<file path="src/hdl/spi_pkg.sv">
// Package for the SPI master/slave controller: register map, field positions,
// reset values, pin carriers, engine states and shared helpers.
// Assumes a 32-bit Avalon-MM register bus with byte addresses.
package spi_pkg;
  // Register byte offsets
  localparam logic [7:0] OFF_CTRL  = 8'h00;
  localparam logic [7:0] OFF_STAT  = 8'h04;
  localparam logic [7:0] OFF_DATA  = 8'h08;
  localparam logic [7:0] OFF_DACC  = 8'h0c;
  localparam logic [7:0] OFF_CTL2  = 8'h10;
  localparam logic [7:0] OFF_DACC2 = 8'h14;
  localparam logic [7:0] OFF_SSLP  = 8'h18;
  localparam logic [7:0] OFF_BRATE = 8'h1c;
  localparam logic [7:0] OFF_CMD   = 8'h20;
  // Main control fields
  localparam int CTL_EN = 0, CTL_MST = 1, CTL_MM = 2, CTL_TXO = 3;
  localparam int CTL_LOOP = 4, CTL_OD = 5, CTL_3W = 6, CTL_INIT = 7;
  // Error flag positions
  localparam int ER_OVR = 0, ER_PERR = 1, ER_MODE_FAULT_FLAG = 2, ER_UDR = 3;
  // Status read layout
  localparam int ST_OVR = 0, ST_IDLE = 1, ST_MODE_FAULT_FLAG = 2, ST_PERR = 3;
  localparam int ST_UDR = 4, ST_TXE = 5, ST_RXF = 6;
  // Data access control fields
  localparam int DA_FRM = 0, DA_BYTE = 4, DA_LONG = 5;
  // Second control register fields
  localparam int C2_PE = 0, C2_PODD = 1, C2_ASE = 2, C2_IE = 4;
  // Second data access control field
  localparam int D2_SWAP = 0;
  // Select control fields
  localparam int SP_POL = 0, SP_LAST = 4, SP_IDLE = 7;
  // Command entry fields
  localparam int CMD_CPOL = 0, CMD_CPHA = 1, CMD_LSB = 2, CMD_BURST = 3;
  localparam int CMD_SSL = 4, CMD_LEN = 6, CMD_SCKD = 10, CMD_NEGD = 13;
  localparam int CMD_NXTD = 16, CMD_BRDV = 19;
  // Reset values
  localparam logic [7:0]  RST_REG8  = 8'h00;
  localparam logic [10:0] RST_BRATE = 11'h000;
  localparam logic [31:0] RST_CMD   = 32'h0000_0700;

  typedef enum logic [2:0] {
    E_IDLE  = 3'b000,
    E_LEAD  = 3'b001,
    E_SHIFT = 3'b010,
    E_HOLD  = 3'b011,
    E_LAG   = 3'b100,
    E_NEXT  = 3'b101
  } eng_t;

  typedef struct packed {
    logic       sck;
    logic       mosi;
    logic       miso;
    logic       ssl0;
  } pins_in_t;

  typedef struct packed {
    logic       sck_o;
    logic       sck_oe;
    logic       mosi_o;
    logic       mosi_oe;
    logic       miso_o;
    logic       miso_oe;
    logic [3:0] ssl_o;
    logic [3:0] ssl_oe;
  } pins_out_t;

  // Length code: 0..8 give 8..16 bits, 9/10/11 give 20/24/32
  function automatic logic [5:0] frame_bits(input logic [3:0] code);
    case (code)
      4'h9:    frame_bits = 6'd20;
      4'ha:    frame_bits = 6'd24;
      4'hb:    frame_bits = 6'd32;
      default: frame_bits = (code > 4'h8) ? 6'd8 : 6'd8 + {2'b00, code};
    endcase
  endfunction : frame_bits

  function automatic logic [31:0] frame_mask(input logic [5:0] nd);
    frame_mask = 32'((33'h1 << nd) - 33'h1);
  endfunction : frame_mask

  // Access width and optional byte swap between data window and buffer
  function automatic logic [31:0] fit(input logic [31:0] d, input logic byt,
                                      input logic lng, input logic swp);
    if (byt)
      fit = {24'h0, d[7:0]};
    else if (lng)
      fit = swp ? {d[7:0], d[15:8], d[23:16], d[31:24]} : d;
    else
      fit = swp ? {16'h0, d[7:0], d[15:8]} : {16'h0, d[15:0]};
  endfunction : fit

  function automatic logic [31:0] merge(input logic [31:0] o, input logic [31:0] d,
                                        input logic [3:0] be);
    merge = o;
    for (int i = 0; i < 4; i++) begin
      if (be[i])
        merge[i*8 +: 8] = d[i*8 +: 8];
    end
  endfunction : merge
endpackage : spi_pkg

</file>
<file path="src/hdl/spi_ctrl.sv">
// SPI master/slave controller with command sequencer and 4-frame buffers.
// Assumes an Avalon-MM master on clk; pins arrive unsynchronised.
//
// Our own choices: the Avalon-MM slave port and the address map.
`timescale 1ns/1ps
`default_nettype none
// Notes on behaviour
// - Four-wire SPI or three-wire without select
// - Full-duplex or transmit-only selectable
// - Clock polarity and phase selectable
// - MSB-first or LSB-first shifting
// - Frame lengths 8..16, 20, 24, 32
// - 128-bit double buffers, one to four frames
// - Optional byte swap at data window
// - Master clock divides peripheral clock 2..32768
// - Mode fault, overrun, parity, underrun detected
// - Select pin directions follow the mode
// - Three select delays of 1..8 clocks
// - Per-pin selectable select polarity
// - Eight looping command entries in master
// - Transmit buffer write starts master transfer
// - Idle data-out level set by software
// - Optional clock auto-stop when buffers unready
// - Four interrupt requests: rx, tx, error, idle
// - Mode fault flag also shows underrun
// - Parity appended and checked when enabled
// - Data window width: long, word or byte
// - Open-drain option, soft initialise, loopback
module spi_ctrl (
  input  wire logic              clk,
  input  wire logic              rst_b,
  input  wire logic [7:0]        address,
  input  wire logic              read,
  input  wire logic              write,
  input  wire logic [31:0]       writedata,
  input  wire logic [3:0]        byteenable,
  output logic [31:0]            readdata,
  output logic                   waitrequest,
  input  wire spi_pkg::pins_in_t pins_in,
  output spi_pkg::pins_out_t     pins_out,
  output logic [3:0]             irq
);
  typedef struct packed {
    spi_pkg::eng_t      st;
    logic [7:0]         ctrl;
    logic [3:0]         errs;
    logic [7:0]         dacc;
    logic [7:0]         ctl2;
    logic [7:0]         dacc2;
    logic [7:0]         sslp;
    logic [10:0]        brate;
    logic [7:0][31:0]   cmd;
    logic [3:0][31:0]   txb;
    logic [3:0][31:0]   txs;
    logic [3:0][31:0]   rxs;
    logic [3:0][31:0]   rxb;
    logic [1:0]         txw;
    logic [1:0]         rxr;
    logic               txf;
    logic               rxf;
    logic [2:0]         ci;
    logic [1:0]         fi;
    logic [5:0]         bi;
    logic [13:0]        hc;
    logic               ph;
    logic [4:0]         dly;
    logic               rxp;
    logic               sck;
    logic               mosi;
    logic               miso;
    logic               act;
    spi_pkg::pins_in_t  s1;
    spi_pkg::pins_in_t  s2;
    logic               sck_d;
    logic               wt;
    logic [31:0]        rdata;
    logic [3:0]         irq;
    spi_pkg::pins_out_t po;
  } state_t;

  state_t      r_reg;
  state_t      r_next;
  logic [31:0] c;
  logic [5:0]  nd;
  logic [5:0]  nt;
  logic [1:0]  nfr;
  logic [13:0] hr;
  logic        en, mst, txo, cpol, cpha, pe, podd, sel_in, tick, lead, trail, rxd;
  logic        drv, reload, rb, bus_do;
  logic [31:0] w;
  logic [4:0]  pos;

  always_comb begin
    r_next = r_reg;
    drv    = 1'b0;
    reload = 1'b0;
    w      = '0;
    pos    = '0;
    c      = r_reg.cmd[r_reg.ci];
    nd     = spi_pkg::frame_bits(c[spi_pkg::CMD_LEN +: 4]);
    pe     = r_reg.ctl2[spi_pkg::C2_PE];
    podd   = r_reg.ctl2[spi_pkg::C2_PODD];
    nt     = nd + {5'd0, pe};
    nfr    = r_reg.dacc[spi_pkg::DA_FRM +: 2];
    en     = r_reg.ctrl[spi_pkg::CTL_EN];
    mst    = r_reg.ctrl[spi_pkg::CTL_MST];
    txo    = r_reg.ctrl[spi_pkg::CTL_TXO];
    cpol   = c[spi_pkg::CMD_CPOL];
    cpha   = c[spi_pkg::CMD_CPHA];
    // Half-period reload; ratio 2*(brate+1) scaled per command
    hr     = 14'((14'(r_reg.brate) + 14'd1) << c[spi_pkg::CMD_BRDV +: 2]) - 14'd1;
    tick   = (r_reg.hc == 14'd0);
    // Three-wire mode treats the slave as always selected
    sel_in = r_reg.ctrl[spi_pkg::CTL_3W] | (r_reg.s2.ssl0 == r_reg.sslp[spi_pkg::SP_POL]);
    // In master mode, loopback feeds data-out straight back into the receiver
    rxd    = mst ? (r_reg.ctrl[spi_pkg::CTL_LOOP] ? r_reg.mosi : r_reg.s2.miso)
                 : r_reg.s2.mosi;
    // Slave edges rely on the master keeping each clock phase two cycles long
    if (mst) begin
      lead  = (r_reg.st == spi_pkg::E_SHIFT) && tick && !r_reg.ph;
      trail = (r_reg.st == spi_pkg::E_SHIFT) && tick && r_reg.ph;
    end else begin
      lead  = (r_reg.st == spi_pkg::E_SHIFT) && sel_in && (r_reg.s2.sck != r_reg.sck_d)
              && (r_reg.sck_d == cpol);
      trail = (r_reg.st == spi_pkg::E_SHIFT) && sel_in && (r_reg.s2.sck != r_reg.sck_d)
              && (r_reg.sck_d != cpol);
    end

    // Synchronisers: only the second stage is read
    r_next.s1    = pins_in;
    r_next.s2    = r_reg.s1;
    r_next.sck_d = r_reg.s2.sck;
    r_next.hc    = tick ? hr : r_reg.hc - 14'd1;

    // Bus slave: one wait cycle, action at the edge waitrequest is low
    bus_do   = (read | write) && !r_reg.wt;
    r_next.wt = !((read | write) && r_reg.wt);
    // Read data only moves on a read, so it stands until the next one
    if (read && r_reg.wt) begin
      case (address[7:2])
        spi_pkg::OFF_CTRL[7:2]:  r_next.rdata = {24'h0, r_reg.ctrl};
        spi_pkg::OFF_STAT[7:2]:  r_next.rdata = {25'h0, r_reg.rxf, !r_reg.txf, r_reg.errs[spi_pkg::ER_UDR],
                                   r_reg.errs[spi_pkg::ER_PERR],
                                   r_reg.errs[spi_pkg::ER_MODE_FAULT_FLAG] | r_reg.errs[spi_pkg::ER_UDR],
                                   (r_reg.st == spi_pkg::E_IDLE) && !r_reg.txf, r_reg.errs[spi_pkg::ER_OVR]};
        spi_pkg::OFF_DATA[7:2]:  r_next.rdata = spi_pkg::fit(r_reg.rxb[r_reg.rxr], r_reg.dacc[spi_pkg::DA_BYTE],
                                   r_reg.dacc[spi_pkg::DA_LONG], r_reg.dacc2[spi_pkg::D2_SWAP]);
        spi_pkg::OFF_DACC[7:2]:  r_next.rdata = {24'h0, r_reg.dacc};
        spi_pkg::OFF_CTL2[7:2]:  r_next.rdata = {24'h0, r_reg.ctl2};
        spi_pkg::OFF_DACC2[7:2]: r_next.rdata = {24'h0, r_reg.dacc2};
        spi_pkg::OFF_SSLP[7:2]:  r_next.rdata = {24'h0, r_reg.sslp};
        spi_pkg::OFF_BRATE[7:2]: r_next.rdata = {21'h0, r_reg.brate};
        default: begin
          if (address[7:5] == spi_pkg::OFF_CMD[7:5])
            r_next.rdata = r_reg.cmd[address[4:2]];
          else
            r_next.rdata = 32'h0;
        end
      endcase
    end
    if (bus_do && write) begin
      w = spi_pkg::merge(32'h0, writedata, byteenable);
      case (address[7:2])
        spi_pkg::OFF_CTRL[7:2]: begin
          if (byteenable[0])
            r_next.ctrl = {1'b0, w[6:0]};
          if (byteenable[0] && w[spi_pkg::CTL_INIT]) begin
            r_next.st   = spi_pkg::E_IDLE;
            r_next.txf  = 1'b0;
            r_next.rxf  = 1'b0;
            r_next.txw  = 2'd0;
            r_next.rxr  = 2'd0;
            r_next.errs = 4'h0;
            r_next.ci   = 3'd0;
            r_next.act  = 1'b0;
          end
        end
        spi_pkg::OFF_STAT[7:2]: begin
          // Write one to clear; a same-cycle event below still wins
          r_next.errs = r_reg.errs & ~{w[spi_pkg::ST_UDR], w[spi_pkg::ST_MODE_FAULT_FLAG], w[spi_pkg::ST_PERR],
                                       w[spi_pkg::ST_OVR]};
        end
        spi_pkg::OFF_DATA[7:2]: begin
          // Writes while the buffer is still full are dropped
          if (!r_reg.txf) begin
            r_next.txb[r_reg.txw] = spi_pkg::fit(writedata, r_reg.dacc[spi_pkg::DA_BYTE],
                                    r_reg.dacc[spi_pkg::DA_LONG], r_reg.dacc2[spi_pkg::D2_SWAP]);
            r_next.txw = r_reg.txw + 2'd1;
            if (r_reg.txw == nfr) begin
              r_next.txf = 1'b1;
              r_next.txw = 2'd0;
            end
          end
        end
        spi_pkg::OFF_DACC[7:2]:  r_next.dacc  = 8'(spi_pkg::merge({24'h0, r_reg.dacc}, writedata, byteenable));
        spi_pkg::OFF_CTL2[7:2]:  r_next.ctl2  = 8'(spi_pkg::merge({24'h0, r_reg.ctl2}, writedata, byteenable));
        spi_pkg::OFF_DACC2[7:2]: r_next.dacc2 = 8'(spi_pkg::merge({24'h0, r_reg.dacc2}, writedata, byteenable));
        spi_pkg::OFF_SSLP[7:2]:  r_next.sslp  = 8'(spi_pkg::merge({24'h0, r_reg.sslp}, writedata, byteenable));
        spi_pkg::OFF_BRATE[7:2]: r_next.brate = 11'(spi_pkg::merge({21'h0, r_reg.brate}, writedata, byteenable));
        default: begin
          if (address[7:5] == spi_pkg::OFF_CMD[7:5])
            r_next.cmd[address[4:2]] = spi_pkg::merge(r_reg.cmd[address[4:2]], writedata, byteenable);
        end
      endcase
    end
    if (bus_do && read && (address[7:2] == spi_pkg::OFF_DATA[7:2]) && r_reg.rxf) begin
      r_next.rxr = r_reg.rxr + 2'd1;
      if (r_reg.rxr == nfr) begin
        r_next.rxf = 1'b0;
        r_next.rxr = 2'd0;
      end
    end
    rb = !txo && r_next.rxf;

    // Serial engine
    case (r_reg.st)
      spi_pkg::E_IDLE: begin
        r_next.act = 1'b0;
        if (en && mst && r_reg.txf) begin
          reload        = 1'b1;
          r_next.st     = spi_pkg::E_LEAD;
          r_next.hc     = hr;
          r_next.act    = 1'b1;
          r_next.sck    = cpol;
          r_next.dly    = 5'((5'(c[spi_pkg::CMD_SCKD +: 3]) + 5'd1) << 1);
        end else if (en && !mst && sel_in) begin
          r_next.st  = spi_pkg::E_SHIFT;
          r_next.act = 1'b1;
          r_next.fi  = 2'd0;
          r_next.bi  = 6'd0;
          drv        = !cpha;
          if (r_reg.txf)
            reload = 1'b1;
          else
            r_next.errs[spi_pkg::ER_UDR] = 1'b1;
        end
      end
      spi_pkg::E_LEAD: begin
        if (tick) begin
          r_next.dly = r_reg.dly - 5'd1;
          if (r_reg.dly == 5'd1) begin
            r_next.st = spi_pkg::E_SHIFT;
            r_next.ph = 1'b0;
            drv       = !cpha;
          end
        end
      end
      spi_pkg::E_SHIFT: begin
        if (lead) begin
          r_next.ph = 1'b1;
          if (mst)
            r_next.sck = !cpol;
          drv = cpha;
        end
        if (lead ^ trail && ((lead && !cpha) || (trail && cpha))) begin
          if (r_reg.bi < nd) begin
            pos = 5'(c[spi_pkg::CMD_LSB] ? r_reg.bi : nd - 6'd1 - r_reg.bi);
            r_next.rxs[r_reg.fi][pos] = rxd;
          end else begin
            r_next.rxp = rxd;
          end
        end
        if (trail) begin
          r_next.ph = 1'b0;
          if (mst)
            r_next.sck = cpol;
          if (r_reg.bi != nt - 6'd1) begin
            r_next.bi = r_reg.bi + 6'd1;
            drv       = !cpha;
          end else begin
            if (pe && !txo && ((^(r_next.rxs[r_reg.fi] & spi_pkg::frame_mask(nd))) ^ podd) != r_next.rxp)
              r_next.errs[spi_pkg::ER_PERR] = 1'b1;
            r_next.bi = 6'd0;
            if (r_reg.fi != nfr) begin
              r_next.fi = r_reg.fi + 2'd1;
              drv       = !cpha;
            end else begin
              if (!txo) begin
                if (r_next.rxf)
                  r_next.errs[spi_pkg::ER_OVR] = 1'b1;
                else begin
                  r_next.rxb = r_next.rxs;
                  r_next.rxf = 1'b1;
                  r_next.rxr = 2'd0;
                end
              end
              if (!mst) begin
                drv = !cpha;
                if (r_reg.txf)
                  reload = 1'b1;
                else
                  r_next.errs[spi_pkg::ER_UDR] = 1'b1;
              end else begin
                r_next.ci = (r_reg.ci == r_reg.sslp[spi_pkg::SP_LAST +: 3]) ? 3'd0 : r_reg.ci + 3'd1;
                if (c[spi_pkg::CMD_BURST] && r_reg.txf && !(r_reg.ctl2[spi_pkg::C2_ASE] && rb)) begin
                  reload = 1'b1;
                  drv    = !cpha;
                end else if (c[spi_pkg::CMD_BURST] && r_reg.ctl2[spi_pkg::C2_ASE]) begin
                  r_next.st = spi_pkg::E_HOLD;
                end else begin
                  r_next.st  = spi_pkg::E_LAG;
                  r_next.dly = 5'((5'(c[spi_pkg::CMD_NEGD +: 3]) + 5'd1) << 1);
                end
              end
            end
          end
        end
        if (!mst && !sel_in) begin
          if (r_reg.bi != 6'd0 || r_reg.fi != 2'd0)
            r_next.errs[spi_pkg::ER_MODE_FAULT_FLAG] = 1'b1;
          r_next.st = spi_pkg::E_IDLE;
        end
      end
      spi_pkg::E_HOLD: begin
        // Clock parked at idle level until both buffers are ready
        if (r_reg.txf && !rb) begin
          reload     = 1'b1;
          r_next.st  = spi_pkg::E_SHIFT;
          r_next.ph  = 1'b0;
          r_next.hc  = hr;
          drv        = !cpha;
        end
      end
      spi_pkg::E_LAG: begin
        if (tick) begin
          r_next.dly = r_reg.dly - 5'd1;
          if (r_reg.dly == 5'd1) begin
            r_next.st  = spi_pkg::E_NEXT;
            r_next.act = 1'b0;
            r_next.dly = 5'((5'(c[spi_pkg::CMD_NXTD +: 3]) + 5'd1) << 1);
          end
        end
      end
      spi_pkg::E_NEXT: begin
        if (tick) begin
          r_next.dly = r_reg.dly - 5'd1;
          if (r_reg.dly == 5'd1)
            r_next.st = spi_pkg::E_IDLE;
        end
      end
      default: r_next.st = spi_pkg::E_IDLE;
    endcase

    // Multi-master: another master selecting us aborts and disables
    if (en && mst && r_reg.ctrl[spi_pkg::CTL_MM]
        && (r_reg.s2.ssl0 == r_reg.sslp[spi_pkg::SP_POL])) begin
      r_next.errs[spi_pkg::ER_MODE_FAULT_FLAG] = 1'b1;
      r_next.ctrl[spi_pkg::CTL_EN]  = 1'b0;
      r_next.st                     = spi_pkg::E_IDLE;
      r_next.act                    = 1'b0;
    end
    if (!en && !(bus_do && write && address[7:2] == spi_pkg::OFF_CTRL[7:2]))
      r_next.st = spi_pkg::E_IDLE;

    if (reload) begin
      r_next.txs = r_reg.txb;
      r_next.txf = 1'b0;
      r_next.fi  = 2'd0;
      r_next.bi  = 6'd0;
    end
    if (drv) begin
      if (r_next.bi < nd) begin
        pos = 5'(c[spi_pkg::CMD_LSB] ? r_next.bi : nd - 6'd1 - r_next.bi);
        w   = r_next.txs[r_next.fi];
        if (mst)
          r_next.mosi = w[pos];
        else
          r_next.miso = w[pos];
      end else begin
        w = r_next.txs[r_next.fi] & spi_pkg::frame_mask(nd);
        if (mst)
          r_next.mosi = (^w) ^ podd;
        else
          r_next.miso = (^w) ^ podd;
      end
    end
    if (!r_next.act)
      r_next.mosi = r_reg.sslp[spi_pkg::SP_IDLE];
    if (r_next.st == spi_pkg::E_IDLE || r_next.st == spi_pkg::E_NEXT)
      r_next.sck = cpol;

    // Pin drive; open-drain drives only the low level on clock and data pins
    r_next.po.sck_o   = r_next.sck;
    r_next.po.mosi_o  = r_next.mosi;
    r_next.po.miso_o  = r_next.miso;
    r_next.po.sck_oe  = r_next.ctrl[spi_pkg::CTL_EN] && mst && (!r_reg.ctrl[spi_pkg::CTL_OD] || !r_next.sck);
    r_next.po.mosi_oe = r_next.ctrl[spi_pkg::CTL_EN] && mst && (!r_reg.ctrl[spi_pkg::CTL_OD] || !r_next.mosi);
    r_next.po.miso_oe = en && !mst && r_next.act && (!r_reg.ctrl[spi_pkg::CTL_OD] || !r_next.miso);
    for (int i = 0; i < 4; i++) begin
      r_next.po.ssl_o[i]  = (r_next.act && mst && c[spi_pkg::CMD_SSL +: 2] == 2'(i))
                            ? r_reg.sslp[spi_pkg::SP_POL + i] : !r_reg.sslp[spi_pkg::SP_POL + i];
      r_next.po.ssl_oe[i] = r_next.ctrl[spi_pkg::CTL_EN] && mst
                            && !(i == 0 && r_reg.ctrl[spi_pkg::CTL_MM]);
    end
    r_next.irq = r_reg.ctl2[spi_pkg::C2_IE +: 4]
                 & {(r_next.st == spi_pkg::E_IDLE) && !r_next.txf, |r_next.errs, !r_next.txf, r_next.rxf};
  end

  always_ff @(posedge clk or negedge rst_b) begin
    if (!rst_b) begin
      r_reg       <= '0;
      r_reg.st    <= spi_pkg::E_IDLE;
      r_reg.ctrl  <= spi_pkg::RST_REG8;
      r_reg.dacc  <= spi_pkg::RST_REG8;
      r_reg.ctl2  <= spi_pkg::RST_REG8;
      r_reg.dacc2 <= spi_pkg::RST_REG8;
      r_reg.sslp  <= spi_pkg::RST_REG8;
      r_reg.brate <= spi_pkg::RST_BRATE;
      r_reg.cmd   <= {8{spi_pkg::RST_CMD}};
      r_reg.wt    <= 1'b1;
      r_reg.po    <= '0;
    end else begin
      r_reg <= r_next;
    end
  end

  assign readdata    = r_reg.rdata;
  assign waitrequest = r_reg.wt;
  assign pins_out    = r_reg.po;
  assign irq         = r_reg.irq;
endmodule : spi_ctrl
`default_nettype wire

</file>
<file path="config.mk">
export PLATFORM = sky130hd
export DESIGN_NAME = spi_ctrl
export DESIGN_NICKNAME = d
export VERILOG_FILES = /design/src/hdl/spi_pkg.sv /design/src/hdl/spi_ctrl.sv
export SDC_FILE = /design/constraint.sdc
export NUM_CORES = 2
export LEC_CHECK = 0
export BUFFER_PORTS_ARGS = -buffer_cell sky130_fd_sc_hd__buf_4
export CAP_MARGIN = 10
export CORE_MARGIN = 1.5
export CORE_UTILIZATION = 29
export CTS_CLUSTER_SIZE = 8
export DETAILED_ROUTE_END_ITERATION = 12
export GPL_TIMING_DRIVEN = 0
export SLEW_MARGIN = 20
export SYNTH_ARGS = -nofsm -noshare
export SYNTH_HDL_FRONTEND = slang
export SYNTH_SLANG_ARGS = --single-unit
</file>
<file path="constraint.sdc">
create_clock -name clk -period 7 [get_ports clk]
set_clock_uncertainty 0.2 [all_clocks]
set_input_delay 1.05 -clock clk [delete_from_list [all_inputs] [get_ports clk]]
set_output_delay 1.05 -clock clk [all_outputs]
set_load 0.005 [all_outputs]
</file>
# Word level (Yosys, flattened, before mapping)
# Index checks and enable logic that the tools add are counted.
# totals
reg_bits	922
in_bits	52
word_cells	503
# op_classes
n_addsub	19
magnitude_cmp	15
eq_ne	46
shifts	2
n_mux	230
bitwise_logic	17
reduce_logical	108
# op_table
cell	n
two-way mux 128 bit	6
two-way mux 32 bit	17
two-way mux 256 bit	2
two-way mux 442 bit	1
bitwise mux 128 bit	2
bitwise mux 256 bit	1
case mux 32 bit (8 select lines)	1
two-way mux 8 bit	30
binary-select mux 32 bit (select 2 bit)	3
binary-select mux 32 bit (select 3 bit)	2
demux 32 bit (select 2 bit)	2
demux 32 bit (select 3 bit)	1
two-way mux 1 bit	75
two-way mux 3 bit	23
bitwise AND 32 bit	2
parity 32 bit	2
two-way mux 5 bit	12
logical AND 1 bit	52
two-way mux 16 bit	2
two-way mux 2 bit	16
left shift 1 x 6 -> 32 bit, first input constant	1
subtractor 32 x 1 -> 32 bit, second input constant	1
two-way mux 14 bit	2
case mux 14 bit (2 select lines)	1
80 further kinds	180

# Logic depth before layout (Yosys ltp)
# depth
ltp_word	33
ltp_mapped	36
mapped_depth_nobuf	25

# Worst setup path before layout
# Ideal clock, no wire load.
# synth_path
kind	register to register
startpoint	reg r_reg[93] (netlist bit)
endpoint	reg r_reg (netlist bit pins_out[10])
setup_time_ps	131
t_arrival_ps	7222
slack_ps	-553
stages_incl_launch_ff	35
period_less_slack_ps	7553
path_cell_list	dfrtp_1 -> buf_6 -> buf_8 -> mux4_2 -> mux2i_2 -> nand2_1 -> ha_1 -> clkbuf_1 -> nor4_1 -> nor4b_4 -> and2_1 -> buf_4 -> a31oi_4 -> buf_6 -> buf_6 -> buf_4 -> buf_2 -> buf_2 -> clkbuf_1 -> clkbuf_1 -> and2_1 -> ha_1 -> fa_1 -> inv_1 -> a22o_1 -> buf_2 -> nor2_1 -> a221oi_1 -> o21ai_0 -> o211ai_1 -> o311ai_0 -> a21oi_1 -> a211oi_1 -> o41ai_2 -> a21oi_1
# synth_rtl
item	line	source
start, declared	spi_ctrl.sv:81	state_t r_reg;
start signal, assigned	spi_ctrl.sv:413	r_reg <= r_next;

==> out/qor.csv <==
metric;value;unit
top cells by area, synth;dfrtp_1, nand2_1, mux4_2;
clock tree buffer depth;3;
Avg Inst Size Synth;10.03;um^2
distinct cell type count after synthesis;109;
first-pass GRT wire length;275700;um
Max-slew headroom;0.1385;
initial antenna violation count;12;
Register Area;23100;um^2
post-synthesis compound-gate area fraction;0.1119;
DRC Markers;0;
crit end category;flop;
PortBufs;92;
final hold vios;0;
largest family of logic cells by synthesized area;multiplexers;
crit path launch type;flop;
post-synth top area share;0.4594;
layout cells sized above 1;0.2025;
Ports;103;
setup TNS;-0.7493;ns
synth-to-layout area growth;19.53;%
r2r startpoint;r_reg[93]$_DFF_PN0_;
DP Worst Slack;-2.706;ns
Post-Synth Simple-Gate Area;0.1385;
DRT Pass-1 Iters;8;
Slowest-stage cell, CP;mux4_2;
Cells after Synth;4870;
CTS Buf Count;134;
post-synth top area cell;dfrtp_1;
core box area;167200;um^2
root buf cell;clkbuf_16;
mux cell area share after synthesis;0.1878;
CP max stage delay;0.57;ns
VDD IR max;0.2547;mV
Final min period;7.425;ns
Leak;26.93;nW
fmax;134.7;MHz
placed cell area;52740;um^2
Worst EP arrival;7.83;ns
Worst-path clk slew;0.05;ns
vias per cell;5.522;
R2R Setup Slk;-0.43;ns
footprint of the multi-input gates;24350;um^2
area share of fa/ha/maj cells after synthesis;0.01331;
worst hold margin;0.1582;ns
GP Congestion;0.9737;
failing checks;setup timing;
worst skew pair latency;0.79;ns
P per Cell Area;226.8;nW/um^2
final WL;189600;um
critical path startpoint;r_reg[93]$_DFF_PN0_;
grt total ovfl;0;
Setup violations, final;3;
die height;413.5;um
WL per Instance;25.47;um
Warnings, synthesis;0;
maxcap violations;0;
Worst Path Required;7.40;ns
xor and xnor fraction of the mapped netlist area;0.02581;
Synth Cell Area;48870;um^2
H-tree depth;4;
Final Instance Area;58410;um^2
ys async rst share;1.000;
Initial Util;0.2922;
HP Start;r_next[52]$_DFF_PN0_;
CTS sink cnt;922;
post-layout worst setup margin;-0.4251;ns
routed vias;41090;
Slew Limit Fails;0;
largest net degree at the start of global routing;140;
critical setup path kind;reg -> reg;
Final ANT Viol Nets;0;
final net count;5294;
final period utilization;1.061;
vias in the first global route;39600;
status;complete, but fails checks;
Post-synth EDFFs;0;
CTS tree;built;
sequential area share after synthesis;0.4728;
DR iter-0 viols;4964;
flops & latches, synth;922;
FILL cells;16800;
Overall Global Routing Usage;0.2191;
Tightest Pin Transition;1.281;ns
hold crit path type;reg -> reg;
DP Wirelength;136500;um
Die Width;413.5;um
Critical Path Fanout Max;7;
Die ar.;171000;um^2
Top FF cell, synth;dfrtp_1;
RSZ-0062 raised after global routing;true;
Site Rows;150;
-- metal layers --
layer,track usage,share of wire
met5,0,0.00029
met4,0.1045,0.053
met3,0.05404,0.10
met2,0.3248,0.43
met1,0.2983,0.42
-- worst paths after layout --
| check | to | depth (start not counted) |
|---|---|---|
| hold / removal | r_reg[52]$_DFF_PN0_ | 0 |
| setup / recovery | irq[2]$_DFF_PN0_ | 30 |
| min in group asynchronous | readdata[6]$_DFFE_PN0P_ | 2 |
| setup reg to reg | irq[2]$_DFF_PN0_ | 30 |
| hold reg to reg | r_reg[52]$_DFF_PN0_ | 0 |
| max in group asynchronous | r_reg[309]$_DFFE_PN0P_ | 5 |
-- cells by family (layout without fill, tap and decap cells) --
kind of cell | count (synthesis) | count (layout)
flops | 922 | 922
other cells | 1 | 5
fa+ha+maj | 51 | 51
simple gates | 1615 | 1615
buf+inv | 551 | 914
xor+xnor | 133 | 133
compound gates | 924 | 924
mux | 673 | 673
-- critical path: cells and delay by family (launching register included) --
kind            cells  cell delay (ns)
compound gates      5             1.23
xor+xnor            6             1.11
fa+ha+maj           1             0.27
buf+inv             7             0.89
flops               1             0.40
mux                 5             1.98
simple gates        6             1.13
-- layout make-up --
cell class / instances / area share
Clock inverter: 14 / 0.005269
Timing Repair Buffer: 192 / 0.02999
Multi-Input combinational cell: 3398 / 0.4169
Buffer: 374 / 0.03354
Antenna cell: 3 / 0.0001285
Clock buffer: 164 / 0.06043
Tap cell: 2204 / 0.04721
Sequential cell: 922 / 0.3955
Inverter: 170 / 0.01101
-- placed cells by master (no fill, tap or decap), types with 26 or more instances in the layout --
| master | Yosys | routed |
|---|---|---|
| xor2_1 | 47 | 43 |
| dfrtp_1 | 897 | 897 |
| buf_1 | 41 | 31 |
| nor3_1 | 46 | 43 |
| ha_1 | 48 | 42 |
| o21ai_0 | 525 | 517 |
| mux2i_1 | 280 | 261 |
| mux2_2 | 208 | 207 |
| nand3_1 | 67 | 65 |
| o211ai_1 | 28 | 28 |
| a211oi_1 | 30 | 26 |
| nor2_1 | 270 | 257 |
| buf_4 | 56 | 230 |
| mux4_2 | 165 | 165 |
| clkbuf_16 | 0 | 139 |
| a21oi_1 | 144 | 136 |
| xnor2_1 | 79 | 65 |
| clkbuf_1 | 241 | 240 |
| inv_1 | 168 | 167 |
| nand2_1 | 1053 | 1040 |
-- where the power goes --
part	total (W)	internal, W	switching [W]	leakage, nW
logic	0.00155	0.000562	0.000984	12.5
registers	0.00559	0.00547	0.000113	12.6
clock network	0.00611	0.00355	0.00256	1.84
total	0.0132	0.00959	0.00366	26.9
-- metrics by stage --
stage / std cells / power, W / utilization
2_1_floorplan: 4871 / 0.006353 / -
3_3_place_gp: 7167 / 0.006906 / 0.3138
3_5_place_dp: 7176 / 0.006944 / 0.3154
4_1_cts: 7398 / 0.01312 / 0.3429
5_1_grt: 7438 / 0.01363 / 0.3493
6_report: 7441 / 0.01325 / 0.3493
-- Yosys cell counts (17+ instances only) --
| cell type | n |
|---|---|
| a31oi_1 | 26 |
| nand2b_1 | 22 |
| nand4_1 | 22 |
| xor2_1 | 47 |
| mux4_2 | 165 |
| buf_1 | 41 |
| clkbuf_1 | 241 |
| nand3_1 | 67 |
| and2_1 | 24 |
| ha_1 | 48 |
| buf_2 | 28 |
| nand2_1 | 1053 |
| or3_1 | 17 |
| a21oi_1 | 144 |
| mux2_2 | 208 |
| o211ai_1 | 28 |
| dfstp_2 | 25 |
| xnor2_1 | 79 |
| nor2_1 | 270 |
| o21ai_0 | 525 |
| mux2i_1 | 280 |
| buf_4 | 56 |
| nor2b_1 | 22 |
| inv_1 | 168 |
| a22oi_1 | 19 |
| dfrtp_1 | 897 |
| a211oi_1 | 30 |
| nor3_1 | 46 |
-- timing repair --
action,4_1_cts,5_1_grt
endpoints found under the setup margin,20,6
pin swaps,25,55
cloned,1,1
hold endpoints to repair,59,0
gates resized for setup,87,193
hold buffers,1,0
setup buffers,44,46
Power figures use the tool's default switching activity.
